==> config.mk <==
export PLATFORM = sky130hd
export DESIGN_NAME = haptic_closed_loop_control
export DESIGN_NICKNAME = d
export VERILOG_FILES = /design/src/logic/haptic_loop_pkg.sv /design/src/logic/haptic_closed_loop_control.sv
export SDC_FILE = /design/constraint.sdc
export NUM_CORES = 1
export LEC_CHECK = 0
export BUFFER_PORTS_ARGS = -buffer_cell sky130_fd_sc_hd__buf_2
export CORE_MARGIN = 3
export CORE_UTILIZATION = 55
export CTS_BUF_LIST = sky130_fd_sc_hd__clkbuf_8
export DETAILED_ROUTE_END_ITERATION = 10
export GPL_ROUTABILITY_DRIVEN = 0
export PLACE_DENSITY = 0.76
export SLEW_MARGIN = 20
export SYNTH_ARGS = -nofsm -noshare
export SYNTH_HDL_FRONTEND = slang
export SYNTH_SLANG_ARGS = --single-unit
==> constraint.sdc <==
create_clock -name clk_sys -period 66.9 [get_ports clk_sys]
set_input_delay 6.69 -clock clk_sys [delete_from_list [all_inputs] [get_ports clk_sys]]
set_output_delay 6.69 -clock clk_sys [all_outputs]
set_load 0.01 [all_outputs]
==> src/logic/haptic_loop_pkg.sv <==
`default_nettype none

package haptic_loop_pkg;

  // ----------------------------------------------------------------
  // Timing
  // ----------------------------------------------------------------
  localparam int unsigned CLK_PERIOD_PS = 10000;
  localparam int unsigned TICK_TIME_PS  = 98490000;  // 98.49 us.
  localparam int unsigned TICK_CYCLES   = TICK_TIME_PS / CLK_PERIOD_PS;
  localparam logic [7:0]  BOOST_TICKS   = 8'h04;
  localparam logic [7:0]  BRAKE_NEAR    = 8'h08;

  // ----------------------------------------------------------------
  // Register addresses
  // ----------------------------------------------------------------
  localparam logic [7:0] ADDR_STATUS = 8'h00;
  localparam logic [7:0] ADDR_RATED  = 8'h16;
  localparam logic [7:0] ADDR_CLAMP  = 8'h17;
  localparam logic [7:0] ADDR_COMP   = 8'h18;
  localparam logic [7:0] ADDR_BEMF   = 8'h19;
  localparam logic [7:0] ADDR_FBCTL  = 8'h1a;
  localparam logic [7:0] ADDR_CTL1   = 8'h1b;
  localparam logic [7:0] ADDR_CTL2   = 8'h1c;
  localparam logic [7:0] ADDR_CTL5   = 8'h1f;
  localparam logic [7:0] ADDR_OLPER  = 8'h20;
  localparam logic [7:0] ADDR_PERIOD = 8'h22;

  // ----------------------------------------------------------------
  // Field positions
  // ----------------------------------------------------------------
  localparam int ST_FAULT_BIT = 3;
  localparam int FB_TYPE_BIT  = 7;
  localparam int FB_BRAKE_LSB = 4;
  localparam int FB_GAIN_LSB  = 2;
  localparam int C1_BOOST_BIT = 7;
  localparam int C2_STAB_BIT  = 6;
  localparam int C5_CNT_LSB   = 6;
  localparam int C5_AUTO_BIT  = 5;

  // ----------------------------------------------------------------
  // Reset values
  // ----------------------------------------------------------------
  localparam logic [7:0] RST_RATED = 8'h80;
  localparam logic [7:0] RST_CLAMP = 8'hc0;
  localparam logic [7:0] RST_COMP  = 8'h00;
  localparam logic [7:0] RST_BEMF  = 8'h80;
  localparam logic [7:0] RST_FBCTL = 8'h00;
  localparam logic [7:0] RST_CTL1  = 8'h10;
  localparam logic [7:0] RST_CTL2  = 8'h01;
  localparam logic [7:0] RST_CTL5  = 8'h00;
  localparam logic [6:0] RST_OLPER = 7'h20;

  // Loop operating modes.
  typedef enum logic [1:0] {
    LOOP_IDLE,
    LOOP_CLOSED,
    LOOP_FALLBACK,
    LOOP_OPEN
  } loop_mode_t;

endpackage

`default_nettype wire

==> src/logic/haptic_closed_loop_control.sv <==
// The placing of the registers and the address-and-strobe port were chosen for this implementation.
`timescale 1ns/1ps
`default_nettype none

module haptic_closed_loop_control
  import haptic_loop_pkg::*;
#(
  parameter int unsigned TICK_CYC = TICK_CYCLES
) (
  input  wire logic       clk_sys,
  input  wire logic       rstn,
  input  wire logic       ce,
  input  wire logic [7:0] reg_addr,
  input  wire logic [7:0] reg_wdata,
  input  wire logic       reg_wr,
  input  wire logic       reg_rd,
  output var  logic [7:0] reg_rdata,
  input  wire logic       play_start,
  input  wire logic       drive_on,
  input  wire logic [7:0] drive_level,
  input  wire logic       bemf_valid,
  input  wire logic       bemf_zc,
  input  wire logic [7:0] bemf_mag,
  input  wire logic       cal_done,
  input  wire logic       cal_fail,
  input  wire logic [7:0] cal_comp,
  input  wire logic [7:0] cal_bemf,
  input  wire logic       diag_done,
  input  wire logic       diag_fault,
  output var  logic [7:0] out_amp,
  output var  logic       out_pol,
  output var  logic       out_brake,
  output var  loop_mode_t loop_mode
);

  // ----------------------------------------------------------------
  // Declarations
  // ----------------------------------------------------------------
  logic [7:0]  rated_reg;
  logic [7:0]  clamp_reg;
  logic [7:0]  comp_reg;
  logic [7:0]  bemf_norm_factor;
  logic [7:0]  fbctl_reg;
  logic [7:0]  ctl1_reg;
  logic [7:0]  ctl2_reg;
  logic [7:0]  ctl5_reg;
  logic [6:0]  fixed_drive_period;
  logic [7:0]  period_reg;
  logic        fault_result_flag;
  logic [13:0] tick_cnt_reg;
  logic        tick;
  logic [7:0]  hcnt_reg;
  logic [1:0]  unsync_reg;
  logic [7:0]  boost_reg;
  logic        pol_reg;
  logic        actuator_type_select;
  logic        auto_fallback_enable;
  logic [1:0]  unsync_cycle_limit;
  logic [1:0]  zero_cross_window;
  logic [2:0]  brake_gain_ratio;
  logic [4:0]  drive_time;
  logic [7:0]  fb_half;
  logic [7:0]  open_half;
  logic        sync;
  logic        timeout;
  logic        open_due;
  logic        comm;
  logic [7:0]  amp_next;
  logic        brake_next;

  // Field extraction from configuration registers.
  assign actuator_type_select = fbctl_reg[FB_TYPE_BIT];
  assign brake_gain_ratio     = fbctl_reg[FB_BRAKE_LSB +: 3];
  assign drive_time           = ctl1_reg[4:0];
  assign zero_cross_window    = ctl2_reg[1:0];
  assign auto_fallback_enable = ctl5_reg[C5_AUTO_BIT];
  assign unsync_cycle_limit   = ctl5_reg[C5_CNT_LSB +: 2];

  // ----------------------------------------------------------------
  // Register port
  // ----------------------------------------------------------------

  // Software writes; a good calibration overrides the two factors.
  always_ff @(posedge clk_sys or negedge rstn) begin
    if (!rstn) begin
      rated_reg          <= RST_RATED;
      clamp_reg          <= RST_CLAMP;
      comp_reg           <= RST_COMP;
      bemf_norm_factor   <= RST_BEMF;
      fbctl_reg          <= RST_FBCTL;
      ctl1_reg           <= RST_CTL1;
      ctl2_reg           <= RST_CTL2;
      ctl5_reg           <= RST_CTL5;
      fixed_drive_period <= RST_OLPER;
    end else if (ce) begin
      if (reg_wr) begin
        unique case (reg_addr)
          ADDR_RATED: rated_reg <= reg_wdata;
          ADDR_CLAMP: clamp_reg <= reg_wdata;
          ADDR_COMP:  comp_reg <= reg_wdata;
          ADDR_BEMF:  bemf_norm_factor <= reg_wdata;
          ADDR_FBCTL: fbctl_reg <= reg_wdata;
          ADDR_CTL1:  ctl1_reg <= reg_wdata;
          ADDR_CTL2:  ctl2_reg <= reg_wdata;
          ADDR_CTL5:  ctl5_reg <= reg_wdata;
          ADDR_OLPER: fixed_drive_period <= reg_wdata[6:0];
          default: ;
        endcase
      end
      if (cal_done && !cal_fail) begin
        comp_reg         <= cal_comp;
        bemf_norm_factor <= cal_bemf;
      end
    end
  end

  // Fault flag: hardware set wins over clear-on-read of status.
  always_ff @(posedge clk_sys or negedge rstn) begin
    if (!rstn) begin
      fault_result_flag <= 1'b0;
    end else if (ce) begin
      if ((cal_done && cal_fail) || (diag_done && diag_fault)) begin
        fault_result_flag <= 1'b1;
      end else if (reg_rd && reg_addr == ADDR_STATUS) begin
        fault_result_flag <= 1'b0;
      end
    end
  end

  // Read data, valid in the cycle after the read strobe.
  always_ff @(posedge clk_sys or negedge rstn) begin
    if (!rstn) begin
      reg_rdata <= 8'h00;
    end else if (ce) begin
      reg_rdata <= 8'h00;
      if (reg_rd) begin
        unique case (reg_addr)
          ADDR_STATUS: begin
            reg_rdata               <= {6'h00, loop_mode};
            reg_rdata[ST_FAULT_BIT] <= fault_result_flag;
          end
          ADDR_RATED:  reg_rdata <= rated_reg;
          ADDR_CLAMP:  reg_rdata <= clamp_reg;
          ADDR_COMP:   reg_rdata <= comp_reg;
          ADDR_BEMF:   reg_rdata <= bemf_norm_factor;
          ADDR_FBCTL:  reg_rdata <= fbctl_reg;
          ADDR_CTL1:   reg_rdata <= ctl1_reg;
          ADDR_CTL2:   reg_rdata <= ctl2_reg;
          ADDR_CTL5:   reg_rdata <= ctl5_reg;
          ADDR_OLPER:  reg_rdata <= {1'b0, fixed_drive_period};
          ADDR_PERIOD: reg_rdata <= period_reg;
          default:     reg_rdata <= 8'h00;
        endcase
      end
    end
  end

  // ----------------------------------------------------------------
  // Time base and resonance tracker
  // ----------------------------------------------------------------

  // One tick every 98.49 us; all loop periods count in ticks.
  always_ff @(posedge clk_sys or negedge rstn) begin
    if (!rstn) begin
      tick_cnt_reg <= 14'h0000;
    end else if (ce) begin
      if (tick) begin
        tick_cnt_reg <= 14'h0000;
      end else begin
        tick_cnt_reg <= tick_cnt_reg + 14'h0001;
      end
    end
  end

  assign tick = (32'(tick_cnt_reg) >= TICK_CYC - 1);

  // Commutation timing for each mode.
  always_comb begin
    fb_half = 8'h01;
    if (drive_time > 5'(zero_cross_window)) begin
      fb_half = 8'(drive_time - 5'(zero_cross_window));
    end
    open_half = 8'({1'b0, fixed_drive_period} >> 1);
    if (open_half == 8'h00) begin
      open_half = 8'h01;
    end
    // Tracking reacts to back-EMF edges only, never to calibration.
    sync    = bemf_zc && bemf_valid && actuator_type_select;
    timeout = tick && (hcnt_reg + 8'h01 >= fb_half);
    open_due = tick && (hcnt_reg + 8'h01 >= open_half);
    unique case (loop_mode)
      LOOP_CLOSED:   comm = actuator_type_select && (sync || timeout);
      LOOP_FALLBACK: comm = sync || timeout;
      LOOP_OPEN:     comm = open_due;
      default:       comm = 1'b0;
    endcase
  end

  // Half-period counter and drive polarity.
  always_ff @(posedge clk_sys or negedge rstn) begin
    if (!rstn) begin
      hcnt_reg <= 8'h00;
      pol_reg  <= 1'b0;
    end else if (ce) begin
      if (!drive_on || comm) begin
        hcnt_reg <= 8'h00;
      end else if (tick && hcnt_reg != 8'hff) begin
        hcnt_reg <= hcnt_reg + 8'h01;
      end
      if (!drive_on) begin
        pol_reg <= 1'b0;
      end else if (comm) begin
        pol_reg <= !pol_reg;
      end
    end
  end

  // Period is twice the measured half cycle, held when idle.
  always_ff @(posedge clk_sys or negedge rstn) begin
    if (!rstn) begin
      period_reg <= 8'h00;
    end else if (ce && drive_on && sync && loop_mode != LOOP_OPEN) begin
      // Updated only on synchronised edges, where it is meaningful.
      period_reg <= hcnt_reg[7] ? 8'hff : {hcnt_reg[6:0], 1'b0};
    end
  end

  // Count of half cycles without a back-EMF crossing.
  always_ff @(posedge clk_sys or negedge rstn) begin
    if (!rstn) begin
      unsync_reg <= 2'h0;
    end else if (ce) begin
      if (sync || play_start) begin
        unsync_reg <= 2'h0;
      end else if (loop_mode == LOOP_CLOSED && timeout && unsync_reg != 2'h3) begin
        unsync_reg <= unsync_reg + 2'h1;
      end
    end
  end

  // ----------------------------------------------------------------
  // Loop mode control
  // ----------------------------------------------------------------

  // Closed, fallback and one-way open-loop transitions.
  always_ff @(posedge clk_sys or negedge rstn) begin
    if (!rstn) begin
      loop_mode <= LOOP_IDLE;
    end else if (ce) begin
      if (!drive_on) begin
        loop_mode <= LOOP_IDLE;
      end else begin
        unique case (loop_mode)
          LOOP_IDLE: begin
            loop_mode <= LOOP_CLOSED;
          end
          LOOP_CLOSED: begin
            if (actuator_type_select && timeout && !sync) begin
              if (!auto_fallback_enable) begin
                loop_mode <= LOOP_FALLBACK;
              end else if (unsync_reg >= unsync_cycle_limit) begin
                loop_mode <= LOOP_OPEN;
              end
            end
          end
          LOOP_FALLBACK: begin
            if (sync) begin
              loop_mode <= LOOP_CLOSED;
            end
          end
          LOOP_OPEN: begin
            loop_mode <= LOOP_OPEN;
          end
        endcase
      end
    end
  end

  // Startup window for the boosted gain.
  always_ff @(posedge clk_sys or negedge rstn) begin
    if (!rstn) begin
      boost_reg <= 8'h00;
    end else if (ce) begin
      if (play_start || loop_mode == LOOP_IDLE) begin
        boost_reg <= BOOST_TICKS;
      end else if (tick && boost_reg != 8'h00) begin
        boost_reg <= boost_reg - 8'h01;
      end
    end
  end

  // ----------------------------------------------------------------
  // Amplitude loop
  // ----------------------------------------------------------------

  // Target, feedback error, gain shaping, compensation and clamp.
  always_comb begin
    logic [15:0]        tprod;
    logic [15:0]        fprod;
    logic [7:0]         target;
    logic [7:0]         fb;
    logic signed [9:0]  err;
    logic [5:0]         gain;
    logic signed [17:0] level;
    logic [17:0]        cprod;
    tprod = drive_level * rated_reg + 16'(rated_reg);
    target = tprod[15:8];
    fprod = bemf_mag * bemf_norm_factor;
    fb = fprod[15] ? 8'hff : fprod[14:7];
    err = $signed({2'b00, target}) - $signed({2'b00, fb});
    gain = 6'(fbctl_reg[FB_GAIN_LSB +: 2]) + 6'h01;
    brake_next = 1'b0;
    if (err < 0) begin
      brake_next = 1'b1;
      gain = 6'(gain * (6'(brake_gain_ratio) + 6'h01));
      if (ctl2_reg[C2_STAB_BIT] && fb < 8'(target + BRAKE_NEAR)) begin
        gain = gain >> 1;
      end
    end else if (ctl1_reg[C1_BOOST_BIT] && boost_reg != 8'h00) begin
      gain = gain << 1;
    end
    // Feedback term gives overdrive on rise, reverse drive on brake.
    level = $signed({10'h000, target}) + 18'(err * $signed({1'b0, gain})) / 2;
    if (err < 0) begin
      level = -(level - $signed({10'h000, target}));
    end
    if (level < 0) begin
      level = 18'sh00000;
    end
    cprod = 18'(level) * 18'(comp_reg);
    level = level + $signed(18'(cprod >> 8));
    unique case (loop_mode)
      LOOP_CLOSED: begin
        amp_next = (level > $signed({10'h000, clamp_reg})) ? clamp_reg : level[7:0];
      end
      LOOP_FALLBACK: begin
        amp_next   = clamp_reg;
        brake_next = 1'b0;
      end
      LOOP_OPEN: begin
        amp_next   = (target > clamp_reg) ? clamp_reg : target;
        brake_next = 1'b0;
      end
      default: begin
        amp_next   = 8'h00;
        brake_next = 1'b0;
      end
    endcase
  end

  // Registered drive outputs.
  always_ff @(posedge clk_sys or negedge rstn) begin
    if (!rstn) begin
      out_amp   <= 8'h00;
      out_pol   <= 1'b0;
      out_brake <= 1'b0;
    end else if (ce) begin
      out_amp   <= amp_next;
      out_brake <= brake_next;
      out_pol   <= pol_reg ^ brake_next;
    end
  end

endmodule

`default_nettype wire

== Word-level counts from Yosys, hierarchy flattened ==
Index checks and enable logic that the tools add are counted.

* Multiply operators: 5
* Reduce and logical (&&, ||, !) cells: 55
* Mux-type cells: 40
* Add/sub/neg operators: 15
* Order comparisons: 10
* Bitwise operators: 2
* Eq/ne operators: 20

{| class="wikitable"
|+ Operator list
! kind !! count
|-
| 8-bit two-way mux || 16
|-
| 8-bit case mux with 11 select lines || 1
|-
| 8-bit by 5-bit == test with 1-bit output, second input constant || 8
|-
| 18-bit two-way mux || 2
|-
| 8-bit by 8-bit multiplier with 16-bit output || 2
|-
| 3-bit AND reduction || 9
|-
| 8-bit case mux with 3 select lines || 1
|-
| 1-bit logical AND || 20
|-
| 18-bit by 1-bit adder with 18-bit output || 1
|-
| 18-bit by 11-bit adder with 18-bit output || 1
|-
| 9-bit by 18-bit adder with 18-bit output || 1
|-
| 18-bit by 9-bit > comparator with 1-bit output || 1
|-
| 18-bit by 1-bit < comparator with 1-bit output, second input constant || 1
|-
| 18-bit by 8-bit multiplier with 18-bit output || 1
|-
| 6-bit two-way mux || 3
|-
| 18-bit negation || 1
|-
| 18-bit by 9-bit subtractor with 18-bit output || 1
|-
| 16-bit by 8-bit adder with 16-bit output || 1
|-
| 8-bit by 6-bit == test with 1-bit output, second input constant || 2
|-
| 8-bit greater-or-equal comparator || 2
|-
| 8-bit logical NOT || 2
|-
| 9-bit by 7-bit multiplier with 16-bit output || 1
|-
| 14-bit by 1-bit adder with 14-bit output, second input constant || 1
|-
| 14-bit greater-or-equal comparator, second input constant || 1
|-
| other kinds (37) || 67
|}

* Output and inout bits: 20
* Word-level logic and storage cells: 168
* Register bits after elaboration: 133

== Logic depth before layout (Yosys ltp) ==
Gate-level depths: netlist of the first run.

* Depth in word-level cells: 21
* Mapped depth: 99

== Worst setup path after synthesis of the first run ==
Ideal clock, no wire load.

* Path kind: input-to-reg
* From: in bemf_mag[0]
* To: reg out_amp[0]
* Stages on the path: 87
* Buffers on the path: 4
* Path slack: 39,416 ps
* Data required time: 66,761 ps
* Arrival time: 27,344 ps
* Cell sequence: nand2_1 fa_1 fa_1 inv_1 fa_1 inv_1 fa_1 inv_1 ha_1 inv_1 o21ba_2 o21ba_2 o21ba_2 o21ba_2 o21ba_2 o21bai_1 a21oi_1 o211ai_1 (+51 left out) a2111oi_2 a21oi_2 xnor2_1 fa_1 ha_1 nor2b_1 o21a_1 o21a_1 o21a_1 o21a_1 o21ai_0 nand2b_1 a21oi_1 nor2_1 nor4_1 nand3_4 mux2i_1 o221ai_1

* Longest elaborated chain between the ends: 20

{| class="wikitable"
|+ Ends and longest elaborated chain
! item !! line !! source
|-
| from (decl) || haptic_closed_loop_control.sv:23 || <nowiki>input wire logic [7:0] bemf_mag,</nowiki>
|-
| 8-bit by 8-bit multiplier with 16-bit output * || haptic_closed_loop_control.sv:308 || <nowiki>fprod = bemf_mag * bemf_norm_factor;</nowiki>
|-
| 8-bit two-way mux * || haptic_closed_loop_control.sv:309 || <nowiki>fb = fprod[15] ? 8'hff : fprod[14:7];</nowiki>
|-
| branches (longest 10 deep; another with 18-bit by 1-bit adder with 18-bit output) || - ||
|-
| 18-bit two-way mux * || haptic_closed_loop_control.sv:324 || <nowiki>if (err < 0) begin</nowiki>
|-
| 18-bit by 1-bit < comparator with 1-bit output || haptic_closed_loop_control.sv:327 || <nowiki>if (level < 0) begin</nowiki>
|-
| 18-bit two-way mux * || haptic_closed_loop_control.sv:327 ||
|-
| 18-bit by 8-bit multiplier with 18-bit output || haptic_closed_loop_control.sv:330 || <nowiki>cprod = 18'(level) * 18'(comp_reg);</nowiki>
|-
| 18-bit by 11-bit adder with 18-bit output * || haptic_closed_loop_control.sv:331 || <nowiki>level = level + $signed(18'(cprod >> 8));</nowiki>
|-
| 18-bit by 9-bit > comparator with 1-bit output || haptic_closed_loop_control.sv:334 || <nowiki>amp_next = (level > $signed({10'h000, clamp_reg})) ? clamp_reg : level[7:0];</nowiki>
|-
| 8-bit two-way mux * || haptic_closed_loop_control.sv:334 ||
|-
| 8-bit case mux with 3 select lines * || haptic_closed_loop_control.sv:332 || <nowiki>unique case (loop_mode)</nowiki>
|-
| to (signal assigned) || haptic_closed_loop_control.sv:358 || <nowiki>out_amp <= amp_next;</nowiki>
|-
| to (decl) || haptic_closed_loop_control.sv:30 || <nowiki>output var logic [7:0] out_amp,</nowiki>
|}

Mark *: on every way between the ends.
A chain may end at the register's enable or synchronous reset.

== Worst setup path after layout of the first run ==
* From: in bemf_mag[0]
* To: reg out_amp[3]

The elaborated chain is that of the path after synthesis.

==> flow_metrics.env, run 1 <==
export IMPL_num_antenna_cells=0
export IMPL_slowest_stage="o22a_1"
export IMPL_path_class="input pin to register"
export IMPL_synth_top_family_by_area="adder cells"
export IMPL_start_util_pct=56.0
export IMPL_final_max_slew_viol_count=0
export IMPL_synth_ff_type="dfrtp_1"
export IMPL_dp_cells=2646
export IMPL_die_w_um=194
export IMPL_post_cts_resized=0
export IMPL_fin_cells=2678
export IMPL_cpPeakStageDelay_ns=0.86
export IMPL_vias=16000
export IMPL_portBuffers=80
export IMPL_grt_first_pass_wirelength_um=82500
export IMPL_synth_distinct_cells=99
export IMPL_cts_hold_buf=0
export IMPL_area_delta_synth_final_pct=6.42
export IMPL_synth_simple_gate_area_share_pct=18.8
export IMPL_antenna_found_initial=2
export IMPL_cap_violations=0
export IMPL_dieArea_um2=37600
export IMPL_cp_required_ns=67.20
export IMPL_place_worst_setup_slack_ns=36.77
export IMPL_arrival_ns=29.95
export IMPL_grt_start_max_net_pins=82
export IMPL_clkLatencyLatePin_ns=0.45
export IMPL_ys_ff_latch=133
export IMPL_largest_reg_flops=14
export IMPL_routed_wirelength_um=50300
export IMPL_dpl_hpwl_um=40000
export IMPL_vias_per_cell=5.96
export IMPL_grt_pass1_vias=16400
export IMPL_hold_violations=0
export IMPL_synth_area_mux_share_pct=4.03
export IMPL_cts_made_buffers=17
export IMPL_placed_cell_area_um2=20300
export IMPL_avgSynthCellArea_um2=9.03
export IMPL_rsz0062_at_grt="false"
export IMPL_die_h_um=194
export IMPL_synth_compound_area_share_pct=13.8
export IMPL_netlist_area_um2=19400
export IMPL_pin_count=81
export IMPL_status="completed"
export IMPL_synth_xor_area_share_pct=5.80
export IMPL_antenna_left=0
export IMPL_cts_root_buffer="clkbuf_8"
export IMPL_syn_inst=2153
export IMPL_yosysTopAreaCellShare_pct=20.3
export IMPL_min_period_over_period_pct=44.3
export IMPL_tightest_slew_ns=1.08
export IMPL_fmax_ghz=0.0337
export IMPL_cp_common_cell="fa_1"
export IMPL_skew_ns=0.0126
export IMPL_cp_start_kind="input pin"
export IMPL_path_clk_slew_ns=0.08
export IMPL_synthArstFlopShare_pct=100
export IMPL_nFillCells=2959
export IMPL_wl_per_cell_um=18.8
export IMPL_rows=68
export IMPL_drc=0
export IMPL_yosys_area_top_type="fa_1"
export IMPL_drt_iter0_markers=1299
export IMPL_cts_sinks=133
export IMPL_critPathMaxFanout=25
export IMPL_cts_buffer_depth=2
export IMPL_h_tree_depth=4
export IMPL_setup_viol=0
export IMPL_cts_tree="built"
export IMPL_synth_edff_count=0
export IMPL_final_cell_area_um2=20700
export IMPL_grt_overflow_total=0
export IMPL_postCtsSetupBuffers=0
export IMPL_yosys_area_share_adder_pct=33.7
export IMPL_core_um2=34700
export IMPL_min_path_type="register to register"
export IMPL_finalCriticalPeriod_ns=29.65
export IMPL_worstSetupEndpointType="register"
export IMPL_drive_gt1_share_pct=11.0
export IMPL_fin_nets=2677
export IMPL_grt_usage_pct=26.7
export IMPL_fin_tns_setup_ns=0
export IMPL_synth_warnings=0
export IMPL_slew_headroom_pct=28.0
export IMPL_fin_ws_ns=37.25
export IMPL_ys_seq_area_share_pct=17.2
export IMPL_synth_area_leaders="fa_1 (20%), dfrtp_1 (16%), ha_1 (13%), and2_1 (5.9%), inv_1 (5.4%)"
export IMPL_dr_pass1_iters=7
-- layout by cell type (no fill, tap or decap), types with 9 or more instances in the layout --
master,n
o21ai_0,66
xnor2_1,82
nor2_1,145
dfrtp_1,126
and3_1,10
a21o_1,34
nor3_1,17
o21a_1,21
xor2_1,31
o211ai_1,9
or2_2,12
nand3_1,45
inv_1,279
buf_2,79
a31oi_1,9
mux2_2,48
clkbuf_8,20
mux2i_1,22
ha_1,209
o21bai_1,10
and2_1,182
nor2b_1,30
a22oi_1,18
fa_1,197
nand2b_1,30
nand2_1,174
a21oi_1,91
nand4_1,11
buf_4,16
a211oi_1,9
-- critical path, delay by kind of cell --
kind,cells,cell delay (ns)
adders and majority gates,22,9.73
xor gates and xnor gates,4,1.04
muxes,1,0.25
AOI/OAI and AO/OA,33,8.36
buffers and inverters,9,0.55
and+or+nand+nor,16,3.37
-- kinds of logic after synthesis --
| logic type | count (synthesis) |
|---|---|
| adders and majority gates | 406 |
| and+or+nand+nor | 704 |
| other | 1 |
| xor gates and xnor gates | 120 |
| DFF | 133 |
| AOI/OAI and AO/OA | 380 |
| buffers and inverters | 338 |
| muxes | 71 |
-- routing by layer --
| metal | vias to the layer above | wire, um | GRT usage [%] |
|---|---|---|---|
| met4 | 2 | 2200 | 11.3 |
| met3 | 150 | 3740 | 3.74 |
| li1 | 7326 | - | - |
| met1 | 7827 | 20000 | 34.1 |
| met5 | - | 7 | 0 |
| met2 | 662 | 24300 | 45.6 |
-- final cells by class --
type | count | area, um2 | share of cell area [%]
clock buffer | 20 | 275 | 1.33
clock inverter | 12 | 93.8 | 0.454
inverter | 279 | 1050 | 5.06
multi-input combinational | 1683 | 14800 | 71.7
sequential | 133 | 3340 | 16.1
tap | 455 | 569 | 2.75
timing repair buffer | 96 | 527 | 2.55
-- stage by stage --
step                      hold WS [ns]  utilization, %
after floorplan                  0.449               -
after global placement           0.471            58.5
after detailed placement         0.468            58.5
after CTS                        0.489            59.6
after global routing             0.513            59.6
final                            0.486            59.6
-- synthesized netlist by cell type (all sizes together) (6+ instances only) --
| cell type | n |
|---|---|
| nand3 | 46 |
| mux2 | 48 |
| o21ai | 70 |
| a2111oi | 7 |
| or2 | 13 |
| dfstp | 7 |
| o21ba | 7 |
| and2 | 184 |
| nor2 | 146 |
| o221ai | 8 |
| o21a | 21 |
| a222oi | 7 |
| o21bai | 11 |
| nor2b | 32 |
| fa | 197 |
| nand2 | 174 |
| a22oi | 19 |
| nor3 | 20 |
| o31ai | 9 |
| xnor2 | 83 |
| ha | 209 |
| a221oi | 7 |
| nand4 | 12 |
| a31oi | 10 |
| buf | 11 |
| clkbuf | 48 |
| a21o | 34 |
| xor2 | 35 |
| or3 | 6 |
| dfrtp | 126 |
| mux2i | 22 |
| inv | 279 |
| nand2b | 30 |
| nor4 | 10 |
| o2bb2ai | 6 |
| o211ai | 10 |
| a21oi | 92 |
| a211oi | 11 |
| and3 | 10 |
-- final timing paths --
check | start | to | slack, ns | cells after the start
setup / recovery | bemf_mag[0] | out_amp[3] | 37.25 | 85
hold / removal | reg_rdata[2] | reg_rdata[2] | 0.49 | 1
setup reg to reg | bemf_norm_factor[5] | out_amp[3] | 42.87 | 84
hold reg to reg | reg_rdata[2] | reg_rdata[2] | 0.49 | 1
max in group asynchronous | rstn | boost_reg[1] | 59.44 | 2
min in group asynchronous | rstn | hcnt_reg[6] | 6.25 | 1
Power of run 1 is left out: the tool's default activity adds up to more than one toggle a clock period on the data nets, which glitch-free logic cannot reach.
==> run 2, diff against run 1 <==
--- a/config.mk
+++ b/config.mk
@@ -11,7 +11,7 @@
 export CTS_BUF_LIST = sky130_fd_sc_hd__clkbuf_8
 export DETAILED_ROUTE_END_ITERATION = 10
 export GPL_ROUTABILITY_DRIVEN = 0
-export PLACE_DENSITY = 0.76
+export PLACE_DENSITY = 0.79
 export SLEW_MARGIN = 20
 export SYNTH_ARGS = -nofsm -noshare
 export SYNTH_HDL_FRONTEND = slang
==> constraint.sdc (replaced) <==
create_clock -name clk_sys -period 24.5 [get_ports clk_sys]
set_input_delay 2.45 -clock clk_sys [delete_from_list [all_inputs] [get_ports clk_sys]]
set_output_delay 2.45 -clock clk_sys [all_outputs]
set_load 0.01 [all_outputs]
==> run 2 against run 1 <==
Cell area increased by 1.2%. Global-route usage increased by 0.33 points. Critical path depth increased by 2. Non-clock buffer count increased by 10. Core utilization increased by 0.72 points. Register-to-register slack got worse by 40 ns. Setup slack got worse by 36 ns. Flip-flop and latch count unchanged. Worst hold slack about the same. Via count increased by 1.8%. Clock skew decreased by 0.0020 ns. Sequential share of layout area decreased by 0.19 points.
==> flow_metrics.env, run 2 (synthesis gave the netlist of run 1 again) <==
export IMPL_status="completed"
export IMPL_cp_start_kind="input pin"
export IMPL_cp_required_ns=24.84
export IMPL_fmax_ghz=0.0427
export IMPL_die_h_um=194
export IMPL_tightest_slew_ns=1.10
export IMPL_final_max_slew_viol_count=0
export IMPL_cp_common_cell="fa_1"
export IMPL_reg2regPathDepth=86
export IMPL_rows=68
export IMPL_skew_ns=0.0106
export IMPL_path_clk_slew_ns=0.08
export IMPL_cts_buffer_depth=2
export IMPL_arrival_ns=23.76
export IMPL_finalCriticalPeriod_ns=23.42
export IMPL_ff_latch_area_um2=3340
export IMPL_grt_first_pass_wirelength_um=84100
export IMPL_path_class="input pin to register"
export IMPL_slew_headroom_pct=26.6
export IMPL_antenna_left=0
export IMPL_core_um2=34700
export IMPL_critPathMaxFanout=11
export IMPL_mostFrequentLayoutCell="inv_1"
export IMPL_cts_sinks=133
export IMPL_area_delta_synth_final_pct=7.71
export IMPL_h_tree_depth=4
export IMPL_whs_path_depth=1
export IMPL_final_cell_area_um2=20900
export IMPL_dieArea_um2=37600
export IMPL_worstSetupEndpointType="register"
export IMPL_largest_reg_flops=14
export IMPL_pin_count=81
export IMPL_num_antenna_cells=0
export IMPL_multiInputGateArea_um2=14900
export IMPL_cts_tree="built"
export IMPL_die_w_um=194
export IMPL_fin_nets=2688
export IMPL_min_period_over_period_pct=95.6
export IMPL_wl_per_cell_um=19.0
export IMPL_dr_pass1_iters=9
export IMPL_dpl_hpwl_um=40700
export IMPL_vias=16200
export IMPL_min_path_type="register to register"
export IMPL_grt_overflow_total=0
export IMPL_grt_usage_pct=27.0
export IMPL_hold_violations=0
export IMPL_routed_wirelength_um=51200
export IMPL_utilization_pct=60.3
export IMPL_final_cell_mix="inv_1 (279), ha_1 (208), fa_1 (197)"
export IMPL_cts_made_buffers=17
export IMPL_slowest_stage="nor3_2"
export IMPL_clkLatencyLatePin_ns=0.47
export IMPL_placed_cell_area_um2=20300
export IMPL_drive_gt1_share_pct=11.8
export IMPL_cap_violations=0
export IMPL_nFillCells=2895
export IMPL_grt_start_max_net_pins=70
export IMPL_fin_cells=2689
export IMPL_drc=0
export IMPL_setup_viol=0
export IMPL_start_util_pct=56.0
export IMPL_vias_per_cell=6.04
export IMPL_cts_root_buffer="clkbuf_8"
export IMPL_portBuffers=80
export IMPL_drt_iter0_markers=1539
export IMPL_antenna_found_initial=2
export IMPL_grt_pass1_vias=17000
export IMPL_cpPeakStageDelay_ns=0.67
export IMPL_cts_hold_buf=0
export IMPL_dp_cells=2647
-- run 2: layer usage --
layer	wire length (um)	vias up	GRT usage, %
li1	-	7334	-
met1	20100	8078	34.1
met2	25000	673	46.4
met3	3810	159	4.03
met4	2250	4	11.5
met5	23	-	0
-- run 2: final timing paths --
path | start | to | slack (ns)
max | bemf_mag[0] | out_amp[3] | 1.08
min | reg_rdata[2] | reg_rdata[2] | 0.49
max reg2reg | bemf_norm_factor[7] | out_amp[3] | 2.44
min reg2reg | reg_rdata[2] | reg_rdata[2] | 0.49
max in group asynchronous | rstn | out_amp[6] | 21.27
min in group asynchronous | rstn | hcnt_reg[6] | 1.96
-- run 2: area by class of cell --
type                    count  area share, %
repair buffers            106           2.89
flip-flops and latches    133           15.9
multi-input cells        1684           71.2
inverters                 279           5.00
clock inverters            12          0.903
well taps                 455           2.72
clock buffers              20           1.32
-- run 2: repair_timing --
action                                  4_1_cts  5_1_grt
buffers inserted                              0        9
gates resized for setup                       0       15
endpoints found under the setup margin        0        8
-- run 2: critical path: cells and delay by family --
| kind | cells | cell delay, ns |
|---|---|---|
| fa+ha+maj | 22 | 9.72 |
| compound gates | 30 | 5.77 |
| simple gates | 19 | 3.74 |
| buf+inv | 12 | 1.05 |
| xor+xnor | 3 | 0.77 |
| mux | 1 | 0.23 |
-- run 2: per-stage QoR --
stage	hold WS, ns	setup TNS (ns)	setup WS, ns
after floorplan	0.449	0	1.26
after global placement	0.463	0	0.433
after detailed placement	0.468	-2.65	-0.350
after CTS	0.489	0	0.103
after global routing	0.513	-0.537	-0.0980
final	0.486	0	1.08
Power of run 2 is left out for the same reason.
